--- src/verilog/los_ctrl_consts.svh ---
`ifndef LOS_CTRL_CONSTS_SVH
`define LOS_CTRL_CONSTS_SVH

// register byte offsets
`define OFS_CTRL 12'h000
`define OFS_STATUS 12'h004
`define OFS_MASK 12'h008

// control register fields
`define CTRL_REF_LSB 0
`define CTRL_RATE_BIT 3
`define CTRL_RXEN_BIT 4
`define CTRL_EXLOSS_BIT 5
`define CTRL_EQ_LSB 6
`define CTRL_RESET 32'h0000_0010

// status and mask layout
`define ST_LOS_EVT_BIT 0
`define ST_LOS_NOW_BIT 1
`define ST_REF_OK_BIT 2
`define MASK_RESET 1'h0

// equalizer field bit that picks E1 over T1
`define EQ_E1_BIT 3

// reference select codes
`define REF_2048K 3'h0
`define REF_1544K 3'h1

// loss declaration thresholds in consecutive zeros
`define E1_LOS_ZEROS 13'h0020
`define E1_EXT_LOS_ZEROS 13'h1000
`define T1_LOS_ZEROS 13'h00AF

// loss clearing windows
`define E1_WIN_BITS 8'h20
`define E1_WIN_ONES 8'h04
`define E1_WIN_MAXRUN 13'h0010
`define T1_WIN_BITS 8'h80
`define T1_WIN_ONES 8'h10
`define T1_WIN_MAXRUN 13'h0064

// clock synthesis
`define SYS_CLK_HZ 100000000
`define E1_MCLK_KHZ 2048
`define T1_MCLK_KHZ 1544
`define NCO_INC(k) (32'(((64'(k) * 64'd1000) << 32) / 64'(`SYS_CLK_HZ)))
`define REF_TIMEOUT_NS 500000
`define REF_TIMEOUT_CYC (`REF_TIMEOUT_NS / (1000000000 / `SYS_CLK_HZ))

`endif

--- src/verilog/los_ctrl_pkg.sv ---
`default_nettype none
package los_ctrl_pkg;

    typedef struct packed {
        logic psel;
        logic penable;
        logic pwrite;
        logic [11:0] paddr;
        logic [31:0] pwdata;
    } apb_req_t;

    typedef struct packed {
        logic [31:0] prdata;
        logic pready;
        logic pslverr;
    } apb_rsp_t;

    typedef enum logic {
        LOS_CLEAR,
        LOS_DECLARED
    } los_state_t;

    typedef struct packed {
        logic [2:0] sync_ref_e1;
        logic [2:0] sync_ref_t1;
        logic [2:0] sync_rclk;
        logic [1:0] sync_pos;
        logic [1:0] sync_neg;
        logic [1:0] sync_aloss;
        logic [1:0] sync_lvl;
        logic [31:0] ctrl;
        logic mask;
        logic los_evt;
        logic [31:0] nco;
        logic mclk;
        logic [31:0] ref_age;
        logic ref_ok;
        los_state_t los;
        logic [12:0] zero_run;
        logic [7:0] win_bits;
        logic [7:0] win_ones;
        logic win_bad;
        logic rx_pos;
        logic rx_neg;
    } ctrl_state_t;

endpackage
`default_nettype wire

--- src/verilog/los_master_clock_ctrl.sv ---
// Added by the designer: the APB slave port and the register addresses.
`include "los_ctrl_consts.svh"
// Overview of operation
// synthesize 1544 or 2048 kHz master clock
// board ties single reference to both inputs
// three-bit code picks the reference rate
// rate bit: 0 gives 2048, 1 gives 1544
// host mode takes settings from registers
// equalizer field selects T1 or E1 thresholds
// pin mode: receiver always on
// host mode: receiver enable bit controls receiver
// recovered data passes to receive outputs
// clock recovery needs no external parts
// E1: loss after 32 zeros under analog loss
// E1 extended option: loss after 4096 zeros
// T1: loss after 175 zeros
// E1 clear: level up, 4 ones/32, run<=16
// T1 clear: level up, 16 ones/128, run<=100
// loss sets status; enabled interrupt drives low
// status read clears alarm, releases interrupt
// zero counter restarts on ones, counts under loss
// clear checked on non-overlapping windows
`timescale 1ns/1ps
`default_nettype none

module los_master_clock_ctrl
    import los_ctrl_pkg::*;
#(
    parameter int REF_TIMEOUT = `REF_TIMEOUT_CYC
) (
    // clock, reset, enable
    input wire logic i_clk,
    input wire logic i_rst_n,
    input wire logic i_ce,
    // apb slave
    input wire apb_req_t i_apb,
    output apb_rsp_t o_apb,
    // mode and configuration pins
    input wire logic i_host_mode,
    input wire logic [2:0] i_ref_rate_select,
    input wire logic i_master_rate_select,
    input wire logic [4:0] i_equalizer_control_field,
    input wire logic i_extended_loss_option,
    // reference clocks
    input wire logic i_e1_ref_clock_in,
    input wire logic i_t1_ref_clock_in,
    // recovered line data
    input wire logic i_rx_clk,
    input wire logic i_rx_pos,
    input wire logic i_rx_neg,
    input wire logic i_analog_loss,
    input wire logic i_level_restored,
    // outputs
    output logic o_master_clk,
    output logic o_ref_active,
    output logic o_receive_positive_data_out,
    output logic o_receive_negative_or_violation_out,
    output logic o_receive_signal_loss,
    output logic o_int_n
);

    ctrl_state_t s_q;
    ctrl_state_t s_d;

    logic [2:0] ref_sel;
    logic rate_t1;
    logic [4:0] eq_field;
    logic ext_loss;
    logic rx_on;
    logic e1_mode;
    logic ref_edge;
    logic rx_edge;
    logic bit_one;
    logic [12:0] los_limit;
    logic [7:0] win_len;
    logic [7:0] win_need;
    logic [12:0] run_max;
    logic [12:0] run_next;
    logic acc_phase;
    logic wr_ctrl;
    logic wr_mask;
    logic rd_status;
    logic mapped;
    logic win_end;
    logic win_pass;

    // host mode reads the register copy; pin mode the pins
    always_comb begin
        if (i_host_mode) begin
            ref_sel = s_q.ctrl[`CTRL_REF_LSB +: 3];
            rate_t1 = s_q.ctrl[`CTRL_RATE_BIT];
            eq_field = s_q.ctrl[`CTRL_EQ_LSB +: 5];
            ext_loss = s_q.ctrl[`CTRL_EXLOSS_BIT];
            rx_on = s_q.ctrl[`CTRL_RXEN_BIT];
        end else begin
            ref_sel = i_ref_rate_select;
            rate_t1 = i_master_rate_select;
            eq_field = i_equalizer_control_field;
            ext_loss = i_extended_loss_option;
            rx_on = 1'b1;
        end
    end

    assign e1_mode = eq_field[`EQ_E1_BIT];

    // every code but the 1544 kHz one uses the E1 input; a board with one
    // source must tie it to both inputs for codes 0 and 1
    always_comb begin
        unique case (ref_sel)
            `REF_1544K: ref_edge = s_q.sync_ref_t1[1] & ~s_q.sync_ref_t1[2];
            default: ref_edge = s_q.sync_ref_e1[1] & ~s_q.sync_ref_e1[2];
        endcase
    end

    assign rx_edge = s_q.sync_rclk[1] & ~s_q.sync_rclk[2];
    assign bit_one = s_q.sync_pos[1] | s_q.sync_neg[1];

    always_comb begin
        if (e1_mode) begin
            los_limit = ext_loss ? `E1_EXT_LOS_ZEROS : `E1_LOS_ZEROS;
            win_len = `E1_WIN_BITS;
            win_need = `E1_WIN_ONES;
            run_max = `E1_WIN_MAXRUN;
        end else begin
            los_limit = `T1_LOS_ZEROS;
            win_len = `T1_WIN_BITS;
            win_need = `T1_WIN_ONES;
            run_max = `T1_WIN_MAXRUN;
        end
    end

    // saturating run of zeros, restarted by any one
    assign run_next = bit_one ? 13'h0 :
        ((&s_q.zero_run) ? s_q.zero_run : s_q.zero_run + 13'h1);

    assign win_end = rx_edge && (s_q.win_bits == win_len - 8'h1);
    assign win_pass = (s_q.win_ones + {7'h0, bit_one} >= win_need)
        && !s_q.win_bad && (run_next <= run_max)
        && s_q.sync_lvl[1];

    // apb decode
    assign acc_phase = i_apb.psel & i_apb.penable;
    assign mapped = (i_apb.paddr == `OFS_CTRL) || (i_apb.paddr == `OFS_STATUS)
        || (i_apb.paddr == `OFS_MASK);
    assign wr_ctrl = acc_phase & i_apb.pwrite & (i_apb.paddr == `OFS_CTRL);
    assign wr_mask = acc_phase & i_apb.pwrite & (i_apb.paddr == `OFS_MASK);
    assign rd_status = acc_phase & ~i_apb.pwrite & (i_apb.paddr == `OFS_STATUS);

    always_comb begin
        o_apb.pready = 1'b1;
        o_apb.pslverr = acc_phase & ~mapped;
        o_apb.prdata = 32'h0;
        if (acc_phase && !i_apb.pwrite) begin
            unique case (i_apb.paddr)
                `OFS_CTRL: o_apb.prdata = s_q.ctrl;
                `OFS_STATUS: begin
                    o_apb.prdata[`ST_LOS_EVT_BIT] = s_q.los_evt;
                    o_apb.prdata[`ST_LOS_NOW_BIT] = (s_q.los == LOS_DECLARED);
                    o_apb.prdata[`ST_REF_OK_BIT] = s_q.ref_ok;
                end
                `OFS_MASK: o_apb.prdata[0] = s_q.mask;
                default: o_apb.prdata = 32'h0;
            endcase
        end
    end

    always_comb begin
        s_d = s_q;
        s_d.sync_ref_e1 = {s_q.sync_ref_e1[1:0], i_e1_ref_clock_in};
        s_d.sync_ref_t1 = {s_q.sync_ref_t1[1:0], i_t1_ref_clock_in};
        s_d.sync_rclk = {s_q.sync_rclk[1:0], i_rx_clk};
        s_d.sync_pos = {s_q.sync_pos[0], i_rx_pos};
        s_d.sync_neg = {s_q.sync_neg[0], i_rx_neg};
        s_d.sync_aloss = {s_q.sync_aloss[0], i_analog_loss};
        s_d.sync_lvl = {s_q.sync_lvl[0], i_level_restored};

        if (wr_ctrl) begin
            s_d.ctrl = i_apb.pwdata;
        end
        if (wr_mask) begin
            s_d.mask = i_apb.pwdata[0];
        end

        // master clock from a phase accumulator; edges jitter by one
        // system clock, which the analog pulse shaper tolerates
        s_d.nco = s_q.nco + (rate_t1 ? `NCO_INC(`T1_MCLK_KHZ)
            : `NCO_INC(`E1_MCLK_KHZ));
        s_d.mclk = s_q.nco[31];

        // reference watchdog
        if (ref_edge) begin
            s_d.ref_age = 32'h0;
            s_d.ref_ok = 1'b1;
        end else if (s_q.ref_age >= 32'(REF_TIMEOUT)) begin
            s_d.ref_ok = 1'b0;
        end else begin
            s_d.ref_age = s_q.ref_age + 32'h1;
        end

        // data path; a disabled receiver holds its outputs low
        if (!rx_on) begin
            s_d.rx_pos = 1'b0;
            s_d.rx_neg = 1'b0;
        end else if (rx_edge) begin
            s_d.rx_pos = s_q.sync_pos[1];
            s_d.rx_neg = s_q.sync_neg[1];
        end

        // loss detector
        if (!rx_on) begin
            s_d.los = LOS_CLEAR;
            s_d.zero_run = 13'h0;
            s_d.win_bits = 8'h0;
            s_d.win_ones = 8'h0;
            s_d.win_bad = 1'b0;
        end else if (rx_edge) begin
            unique case (s_q.los)
                LOS_CLEAR: begin
                    s_d.zero_run = s_q.sync_aloss[1] ? run_next : 13'h0;
                    if (s_q.sync_aloss[1] && run_next >= los_limit) begin
                        s_d.los = LOS_DECLARED;
                        s_d.zero_run = 13'h0;
                        s_d.win_bits = 8'h0;
                        s_d.win_ones = 8'h0;
                        s_d.win_bad = 1'b0;
                    end
                end
                LOS_DECLARED: begin
                    s_d.zero_run = run_next;
                    if (win_end) begin
                        s_d.win_bits = 8'h0;
                        s_d.win_ones = 8'h0;
                        s_d.win_bad = 1'b0;
                        if (win_pass) begin
                            s_d.los = LOS_CLEAR;
                            s_d.zero_run = 13'h0;
                        end
                    end else begin
                        s_d.win_bits = s_q.win_bits + 8'h1;
                        s_d.win_ones = s_q.win_ones + {7'h0, bit_one};
                        if (run_next > run_max || !s_q.sync_lvl[1]) begin
                            s_d.win_bad = 1'b1;
                        end
                    end
                end
            endcase
        end

        // sticky alarm: a read clears it, a new declaration wins
        if (rd_status) begin
            s_d.los_evt = 1'b0;
        end
        if (s_q.los == LOS_CLEAR && s_d.los == LOS_DECLARED) begin
            s_d.los_evt = 1'b1;
        end
    end

    always_ff @(posedge i_clk) begin
        if (!i_rst_n) begin
            s_q <= '0;
            s_q.ctrl <= `CTRL_RESET;
            s_q.mask <= `MASK_RESET;
            s_q.los <= LOS_CLEAR;
        end else if (i_ce) begin
            s_q <= s_d;
        end
    end

    assign o_master_clk = s_q.mclk;
    assign o_ref_active = s_q.ref_ok;
    assign o_receive_positive_data_out = s_q.rx_pos;
    assign o_receive_negative_or_violation_out = s_q.rx_neg;
    assign o_receive_signal_loss = (s_q.los == LOS_DECLARED);
    assign o_int_n = ~(s_q.los_evt & s_q.mask);

endmodule

`default_nettype wire

--- config.mk ---
export PLATFORM = sky130hd
export DESIGN_NAME = los_master_clock_ctrl
export DESIGN_NICKNAME = d
export VERILOG_FILES = /design/src/verilog/los_ctrl_pkg.sv /design/src/verilog/los_master_clock_ctrl.sv
export VERILOG_INCLUDE_DIRS = /design/src /design/src/verilog
export SDC_FILE = /design/constraint.sdc
export NUM_CORES = 1
export LEC_CHECK = 0
export BUFFER_PORTS_ARGS = -buffer_cell sky130_fd_sc_hd__buf_2
export CAP_MARGIN = 0
export CORE_ASPECT_RATIO = 1.25
export CORE_UTILIZATION = 50
export DETAILED_ROUTE_END_ITERATION = 10
export PLACE_DENSITY = 0.71
export SLEW_MARGIN = 5
export SYNTH_ARGS = -nofsm -noshare
export SYNTH_HDL_FRONTEND = slang
export SYNTH_SLANG_ARGS = --single-unit
--- constraint.sdc ---
create_clock -name i_clk -period 4 [get_ports i_clk]
set_input_delay 0 -clock i_clk [delete_from_list [all_inputs] [get_ports i_clk]]
set_output_delay 0 -clock i_clk [all_outputs]
set_load 0.1 [all_outputs]
======== Word level (Yosys, flattened, before mapping) ========
Cells that the tools add are included.
word-level totals
  bits in registers ....................... 150
  bits in latches ......................... 0
  RAM bits ................................ 0
  memory bits (read-only) ................. 0
  input port bits ......................... 68
  output and inout port bits .............. 40
  logic and storage cells ................. 118
  memories kept ........................... 0
operators by class
  add/sub/neg operators ................... 6
  multiply operators ...................... 0
  div/mod/pow operators ................... 0
  $lt $le $gt $ge ......................... 5
  equality and inequality tests ........... 8
  shift operators ......................... 0
  multiplexer cells ....................... 34
  bitwise operators ....................... 19
  reduce and logical (&&, ||, !) cells .... 25
operators by type and width
  kind                                                                  number
  two-way mux 31 bit                                                    3
  two-way mux 13 bit                                                    5
  two-way mux 32 bit                                                    2
  one-hot mux 31 bit (2 select lines)                                   1
  two-way mux 33 bit                                                    1
  adder 32 x 1 -> 32 bit (second input constant)                        1
  adder 32 x 27 -> 32 bit                                               1
  greater-or-equal comparator 32 x 16 -> 1 bit (second input constant)  1
  two-way mux 29 bit                                                    1
  two-way mux 14 bit                                                    2
  two-way mux 27 bit                                                    1
  two-way mux 17 bit                                                    1
  adder 13 x 1 -> 13 bit (second input constant)                        1
  greater-or-equal comparator 13 bit                                    1
  greater-than comparator 13 bit                                        1
  less-or-equal comparator 13 bit                                       1
  AND reduction 13 bit                                                  1
  equality test 12 x 3 -> 1 bit (second input constant)                 1
  equality test 12 x 4 -> 1 bit (second input constant)                 1
  logical NOT 12 bit                                                    1
  AND reduction 2 bit                                                   6
  AND 1 bit                                                             11
  adder 8 x 1 -> 8 bit                                                  1
  adder 8 x 1 -> 8 bit (second input constant)                          1
  25 further kinds                                                      50

======== Logic depth before layout (Yosys ltp) ========
Gate-level depths: netlist (run 1).
  depth after elaboration ................. 14
  depth in mapped cells ................... 15
  depth with buffers taken out ............ 14

======== Least setup slack after synthesis (run 1) ========
No wires, ideal clock.
  kind .................................... register -> register
  start point ............................. register s_q[104] (netlist name)
  end point ............................... register s_q[95] (netlist name)
  library setup time ...................... 0.134 ns
  data arrival time ....................... 3.134 ns
  required time ........................... 3.866 ns
  path slack .............................. 0.732 ns
  cell stages (with the launch flop) ...... 11
  buffers on the path ..................... 0
  clock period less this slack ............ 3.268 ns
  path through ............................ dfxtp_1 -> mux2i_1 -> inv_1 -> ha_1 -> nand2_1 -> nor4_1 -> o211a_1 -> o2111ai_1 -> a31oi_2 -> mux2i_1 -> or4_1
between the ends
  word-level cells in the longest chain between the ends .. 3
ends and longest elaborated chain
  element                       line                          RTL
  start, declared               los_master_clock_ctrl.sv:62   ctrl_state_t s_q;
  two-way mux 1 bit             los_master_clock_ctrl.sv:89   if (i_host_mode) begin
  two-way mux 27 bit (no line)  n/a
  adder 32 x 27 -> 32 bit       los_master_clock_ctrl.sv:186  s_d.nco = s_q.nco + (rate_t1 ? `NCO_INC(`T1_MCLK_KHZ)
No other way between the ends.
A chain may end at the register's enable or synchronous reset.

======== Worst setup path after layout (run 1) ========
  start point ............................. register s_q[19] (netlist name)
  end point ............................... register s_q[18] (netlist name)
between the ends
  word-level cells in the longest chain between the ends .. 7
  elaborated cells between the ends (all ways) .. 8
  classes of those cells .................. 1 x add/sub; 1 x order compare; 1 x eq/ne; 2 x mux; 3 x reduce/logical
ends and longest elaborated chain
  element                                                                line                          RTL
  adder 13 x 1 -> 13 bit / AND reduction 13 bit (equally long branches)  los_master_clock_ctrl.sv:134  ((&s_q.zero_run) ? s_q.zero_run : s_q.zero_run + 13'h1);
  two-way mux 13 bit (*)                                                 los_master_clock_ctrl.sv:134
  two-way mux 13 bit (*)                                                 los_master_clock_ctrl.sv:133  assign run_next = bit_one ? 13'h0 :
  greater-or-equal comparator 13 bit (*)                                 los_master_clock_ctrl.sv:220  if (s_q.sync_aloss[1] && run_next >= los_limit) begin
  logical AND 1 bit (*)                                                  los_master_clock_ctrl.sv:220
  inequality test 3 bit (no line) (*)                                    n/a
  AND reduction 3 bit (no line) (*)                                      n/a
Every way passes the cells marked *; elsewhere a longest branch is shown, timed or not.

==> run summary, run 1 <==
status = finished, final reports clean
maximum clock path buffer count = 2
final worst hold slack = 0.04324 ns
DRC Markers = 0
worst rel slew slack = 44.72%
All-Layer GR Usage = 24.78%
Antenna diodes = 0
Syn Inst Count = 1012
cell area after synthesis = 0.008110 mm2
FP Rows = 51
initial DRC count = 496
Layout Cells excl Fill = 1366
HP Class = in -> reg
crit end category = register
placed insts = 1293
post-CTS sizing = 0
Worst Path Class, Setup = reg -> reg
CTS sink cnt = 150
post-route ant nets = 0
initial core utilization = 51.67%
CTS clk-pin slew, worst paths = 0.07 ns
RePlAce Congestion = 0.8322
Fill cells = 1374
final-report hold violation count = 0
drt wl/cell = 14.82 um
fin crit share = 91.03%
Clk pwr share = 44.6%
CTS Buf Count = 17
FFs w/ async S/R, synth = 0%
Critical Path RT = 4.32 ns
Slew Viols, Final = 0
CTS tree = yes
sequential fraction of design power = 42.7%
sequential area share after synthesis = 37.03%
switching power share of the total = 27.20%
worst vdd ir = 0.0002866 V
Int Pwr = 0.002709 W
Area Overhead vs Synth = 21.37%
max cap viols = 0
Die Ht = 144.4 um
Core ar. = 0.01570 mm2
final instance area = 0.009843 mm2
vias in the first global route = 7055
EDFF count, synth = 0
largest net degree at the start of global routing = 61
Fin Setup TNS = 0 ns
share of layout cells above drive strength 1 = 14.99%
routed via count = 7633
DP HPWL = 13.21 mm
global-route wire length before repair = 33.10 mm
final setup violation count = 0
P per Cell Area = 378.1 mW/mm2
crit start category = register
clock tree root driver cell = clkbuf_16
Post-DP Area = 0.008821 mm2
crit path time final = 3.641 ns
Via-to-Cell Ratio = 5.588
post-synth cell types = 71
share of the synthesized area in the top cell type = 37.03%
IO Count = 108
# port buffers = 102
syn_nets = 1116
worst path arrival time = 3.96 ns
nets@finish = 1245
Yosys top cell by area = dfxtp_1
Yosys reg bits = 150
NetSw = 0.001012 W
most common cell after layout, fill and taps aside = dfxtp_1
RSZ-0062 raised after global routing = no
most frequent cells in the layout = 150 x dfxtp_1, 140 x nand2_1, 124 x nor2_1
worst-path fanout max = 15
post-synthesis average cell area = 8.014 um2
Tightest Pin Transition = 0.8283 ns
global route overflow = 0
DRT Pass-1 Iters = 5
Leak = 3.933 nW
H-tree levels = 4
Max Clk Rate = 0.2746 GHz
initial antenna violation count = 0
Total Wirelength = 20.24 mm
skew final = 0.01046 ns
Top FF cell, synth = dfxtp_1
Core Util, Final = 62.71%
Warnings, synthesis = 0
Comb pwr share = 12.6%
clock latency at the later pin of the worst-skew pair = 0.42 ns
die width = 115.9 um
die area = 0.01674 mm2
Area contributors post-synth = dfxtp_1 37%, nand2_1 6.5%, nor2_1 5.7%
==> final timing paths <==
path | from | end | slack, ns | cells after the start
worst max-delay path | s_q[19] | s_q[18] | 0.36 | 14
worst min register to register | s_q[128] | s_q[128] | 0.45 | 2
worst max register to register | s_q[19] | s_q[18] | 0.36 | 14
worst min-delay path | i_rst_n | s_q[91] | 0.04 | 3
==> power groups by stage <==
stage                     combinational [W]  sequential [W]  clock, W
after detailed placement           0.000437         0.00162         0
after global placement             0.000429         0.00162         0
after floorplan                    0.000335         0.00162         0
final                              0.000471         0.00159   0.00166
after global routing               0.000524         0.00160   0.00175
after CTS                          0.000469         0.00159   0.00170
==> cell usage after synthesis (all sizes together) (13+ instances only) <==
cell type / n
and2: 33
nand4: 13
ha: 36
o21a: 13
mux2i: 39
dfxtp: 150
nor3: 21
inv: 27
xnor2: 21
nor2: 124
nand2: 140
o21ai: 44
nand3: 30
nor4: 15
a21oi: 69
a31oi: 27
clkbuf: 45
==> state kept, by name, indices dropped and copies added, names as in the netlist <==
name                                 cells
o_receive_positive_data_out              1
s_q                                    134
o_ref_active                             1
o_receive_negative_or_violation_out      1
o_master_clk                             1
o_receive_signal_loss                    1
s_d                                     11
==> critical path, cell delays in order, from the launching register on <==
cell and delay [ns]:
dfxtp_1 0.46, ha_1 0.29, nand4_2 0.19, nor4_4 0.45
nor2_1 0.07, nor2_1 0.22, inv_1 0.09, ha_1 0.30
nand2_1 0.09, o21ai_0 0.08, o311ai_1 0.36, a31o_2 0.31
o31ai_4 0.08, buf_4 0.23, a311oi_1 0.31
==> metrics by stage <==
step,power (W),setup slack [ns]
2_1_floorplan,0.001950,0.7321
3_3_place_gp,0.002052,0.5109
3_5_place_dp,0.002061,0.4488
4_1_cts,0.003757,0.4007
5_1_grt,0.003876,0.08436
6_report,0.003722,0.3589
==> timing repair <==
action	CTS	global route
hold buffers	41	0
endpoints found under the hold margin	40	0
setup buffers	0	0
==> cell type report <==
cell class	count	area (um2)	area share, %
Multi-Input combinational cell	781	4786	48.62
Clock buffer	17	425.4	4.322
Tap cell	212	265.3	2.695
Timing Repair Buffer	163	1071	10.88
Clock inverter	15	186.4	1.894
Sequential cell	150	3003	30.51
Inverter	28	106.4	1.080
==> logic make-up after synthesis <==
kind of cell	share of synthesized area, %
simple gates	26.86
compound gates	18.31
flops	37.03
buf+inv	4.042
mux	4.813
fa+ha+maj	5.554
xor+xnor	3.348
other cells	0.04624
==> layer usage <==
| layer | vias to the layer above | track usage [%] | wire [um] | part of all wire, % |
|---|---|---|---|---|
| met5 | - | 0 | 0 | 0 |
| met4 | 0 | 10.05 | 557 | 2.8 |
| met1 | 3501 | 30.21 | 8970 | 44 |
| li1 | 3861 | - | - | - |
| met3 | 45 | 5.742 | 1096 | 5.4 |
| met2 | 226 | 41.79 | 9615 | 48 |
(Power assumes the default switching activity.)
==> inputs of run 2 (changes only) <==
--- a/config.mk
+++ b/config.mk
@@ -6,12 +6,12 @@
 export SDC_FILE = /design/constraint.sdc
 export NUM_CORES = 1
 export LEC_CHECK = 0
-export BUFFER_PORTS_ARGS = -buffer_cell sky130_fd_sc_hd__buf_2
 export CAP_MARGIN = 0
 export CORE_ASPECT_RATIO = 1.25
 export CORE_UTILIZATION = 50
 export DETAILED_ROUTE_END_ITERATION = 10
-export PLACE_DENSITY = 0.71
+export DONT_BUFFER_PORTS = 1
+export RECOVER_POWER = 50
 export SLEW_MARGIN = 5
 export SYNTH_ARGS = -nofsm -noshare
 export SYNTH_HDL_FRONTEND = slang
==> run 2 against run 1 <==
Effect of this change: the flow now finishes with violations (capacitance limit, slew limit); critical endpoint is now s_q[13]; die area stayed put; fmax is 2.7% lower; routed wire length is 1.8% lower; design area is 1.7% lower; sequential share of layout area is 0.52 points higher; final cell count decreased by 4.3%; sequential cell count did not move; highest routed layer unchanged.
==> run summary, run 2 (synthesis gave the netlist of run 1 again) <==
status = finished with violations
failing checks = capacitance limit, slew limit
global route overflow = 0
busiest grt layer = met2
Core ar. = 0.01570 mm2
worst vdd ir = 0.0002925 V
H-tree levels = 4
max cap viols = 2
CP max stage delay = 0.47 ns
Comb pwr share = 12.3%
# port buffers = 0
fin crit share = 93.55%
die area = 0.01674 mm2
Reg with most FFs = s_q
final-report hold violation count = 0
Area Overhead vs Synth = 19.32%
Fill cells = 1472
DRC Markers = 0
switching power share of the total = 25.68%
Critical Path RT = 4.30 ns
post-route ant nets = 0
met2 Use GR = 40.38%
Die Ht = 144.4 um
largest net degree at the start of global routing = 62
DRT Pass-1 Iters = 5
crit path time final = 3.742 ns
CTS sink cnt = 150
Total Wirelength = 19.88 mm
routed via count = 7322
CTS Buf Count = 17
Antenna diodes = 0
P per Cell Area = 372.1 mW/mm2
share of layout cells above drive strength 1 = 8.584%
worst path arrival time = 4.04 ns
CTS clk-pin slew, worst paths = 0.06 ns
most frequent cells in the layout = 150 x dfxtp_1, 140 x nand2_1, 122 x nor2_1
drt wl/cell = 15.21 um
initial DRC count = 438
Leak = 3.642 nW
worst-path fanout max = 13
Final Total Pwr = 0.003601 W
Worst Path Class, Setup = reg -> reg
clock tree root driver cell = clkbuf_16
max reg flops = 134
Hold Path Cell Cnt = 3
Max Clk Rate = 0.2672 GHz
crit end category = register
HP Class = in -> reg
M1 GR Usage = 31.31%
Multi-input gate area = 0.004801 mm2
initial core utilization = 51.67%
maximum clock path buffer count = 2
All-Layer GR Usage = 24.29%
vias in the first global route = 6615
Crit-path slowest cell = nor4_4
RePlAce Congestion = 0.8447
DP HPWL = 12.92 mm
global-route wire length before repair = 32.33 mm
CTS tree = yes
worst rel slew slack = -33.66%
final setup violation count = 0
CP Cell Sequence = ha_1 -> nand4_2 -> nor4_4 -> mux2i_1 -> nor2_1 -> ha_1 -> a21oi_1 -> o21ai_0 -> o311ai_2 -> a31o_2 -> o31ai_4 -> buf_4 -> a311oi_1
nets@finish = 1188
register area = 0.003003 mm2
dpl ws = 0.3139 ns
Clk pwr share = 43.4%
CP dominant cell by count = ha_1
Tightest Pin Transition = 2.011 ns
die width = 115.9 um
initial antenna violation count = 0
PnR worst setup slack = 0.2580 ns
routing usage on met3 = 4.694%
clock latency at the later pin of the worst-skew pair = 0.42 ns
skew final = 0.01726 ns
IO Count = 108
Slew Viols, Final = 41
Via-to-Cell Ratio = 5.602
NetSw = 0.0009246 W
sequential fraction of design power = 44.3%
FP Rows = 51
crit start category = register
Reg2Reg Depth = 13
most common cell after layout, fill and taps aside = dfxtp_1
Int Pwr = 0.002676 W
==> run 2: cell count changes in the layout (fill, tap and decap cells not counted), moves of 3 or more <==
cell	previous run	this run
buf_2	102	0
buf_4	20	38
dlygate4sd3_1	41	52
clkbuf_1	0	10
clkbuf_2	0	3
inv_6	5	2
inv_8	3	0
==> run 2: final cells by class <==
| class | instances | area share (%) |
|---|---|---|
| inverter | 28 | 1.099 |
| clock buffer | 19 | 4.577 |
| sequential | 150 | 31.03 |
| multi-input combinational | 781 | 49.61 |
| tap | 212 | 2.741 |
| clock inverter | 11 | 1.319 |
| timing repair buffer | 106 | 9.620 |
==> run 2: routing by layer <==
layer / part of all wire [%] / wire length [um] / up-vias
met3: 4.0 / 791 / 24
li1: - / - / 3754
met4: 1.8 / 362 / 0
met2: 49 / 9689 / 134
met1: 45 / 9038 / 3410
met5: 0 / 0 / -
==> run 2: through the flow <==
step | TNS (ns) | area, um2 | cells | util, % | hold WS, ns
2_1_floorplan | 0 | 8110 | 1012 | - | 0.1242
3_3_place_gp | 0 | 8567 | 1221 | 54.58 | 0.08394
3_5_place_dp | 0 | 8567 | 1221 | 54.58 | 0.09082
4_1_cts | 0 | 9706 | 1305 | 61.83 | 0.004130
5_1_grt | -0.03271 | 9677 | 1307 | 61.65 | 0.03150
6_report | 0 | 9677 | 1307 | 61.65 | 0.02094
==> run 2: worst max-delay path: cells and delay by family, from the launching register on <==
family          cells  cell delay, ns
flops               1            0.41
fa+ha+maj           2            0.58
simple gates        3            0.74
buf+inv             1            0.24
compound gates      6            1.38
mux                 1            0.24
==> run 2: repair_timing <==
action / in CTS / in global routing
buffers inserted: 0 / 2
hold endpoints to repair: 106 / 0
gates resized for setup: 0 / 2
setup endpoints to repair: 0 / 3
hold buffers: 54 / 0
==> run 2: worst paths after layout <==
path / start / to / slack [ns]
setup / recovery: s_q[20] / s_q[13] / 0.26
hold / removal: i_ce / s_q[96] / 0.02
setup reg to reg: s_q[20] / s_q[13] / 0.26
hold reg to reg: s_q[119] / s_q[119] / 0.45
==> run 2: power by group through the flow <==
stage               Clock [W]  Combinational (W)  Sequential (W)
global placement            0           0.000379         0.00163
global route          0.00166           0.000501         0.00160
CTS                   0.00160           0.000446         0.00159
finish                0.00156           0.000444         0.00159
detailed placement          0           0.000381         0.00163
floorplan                   0           0.000335         0.00162
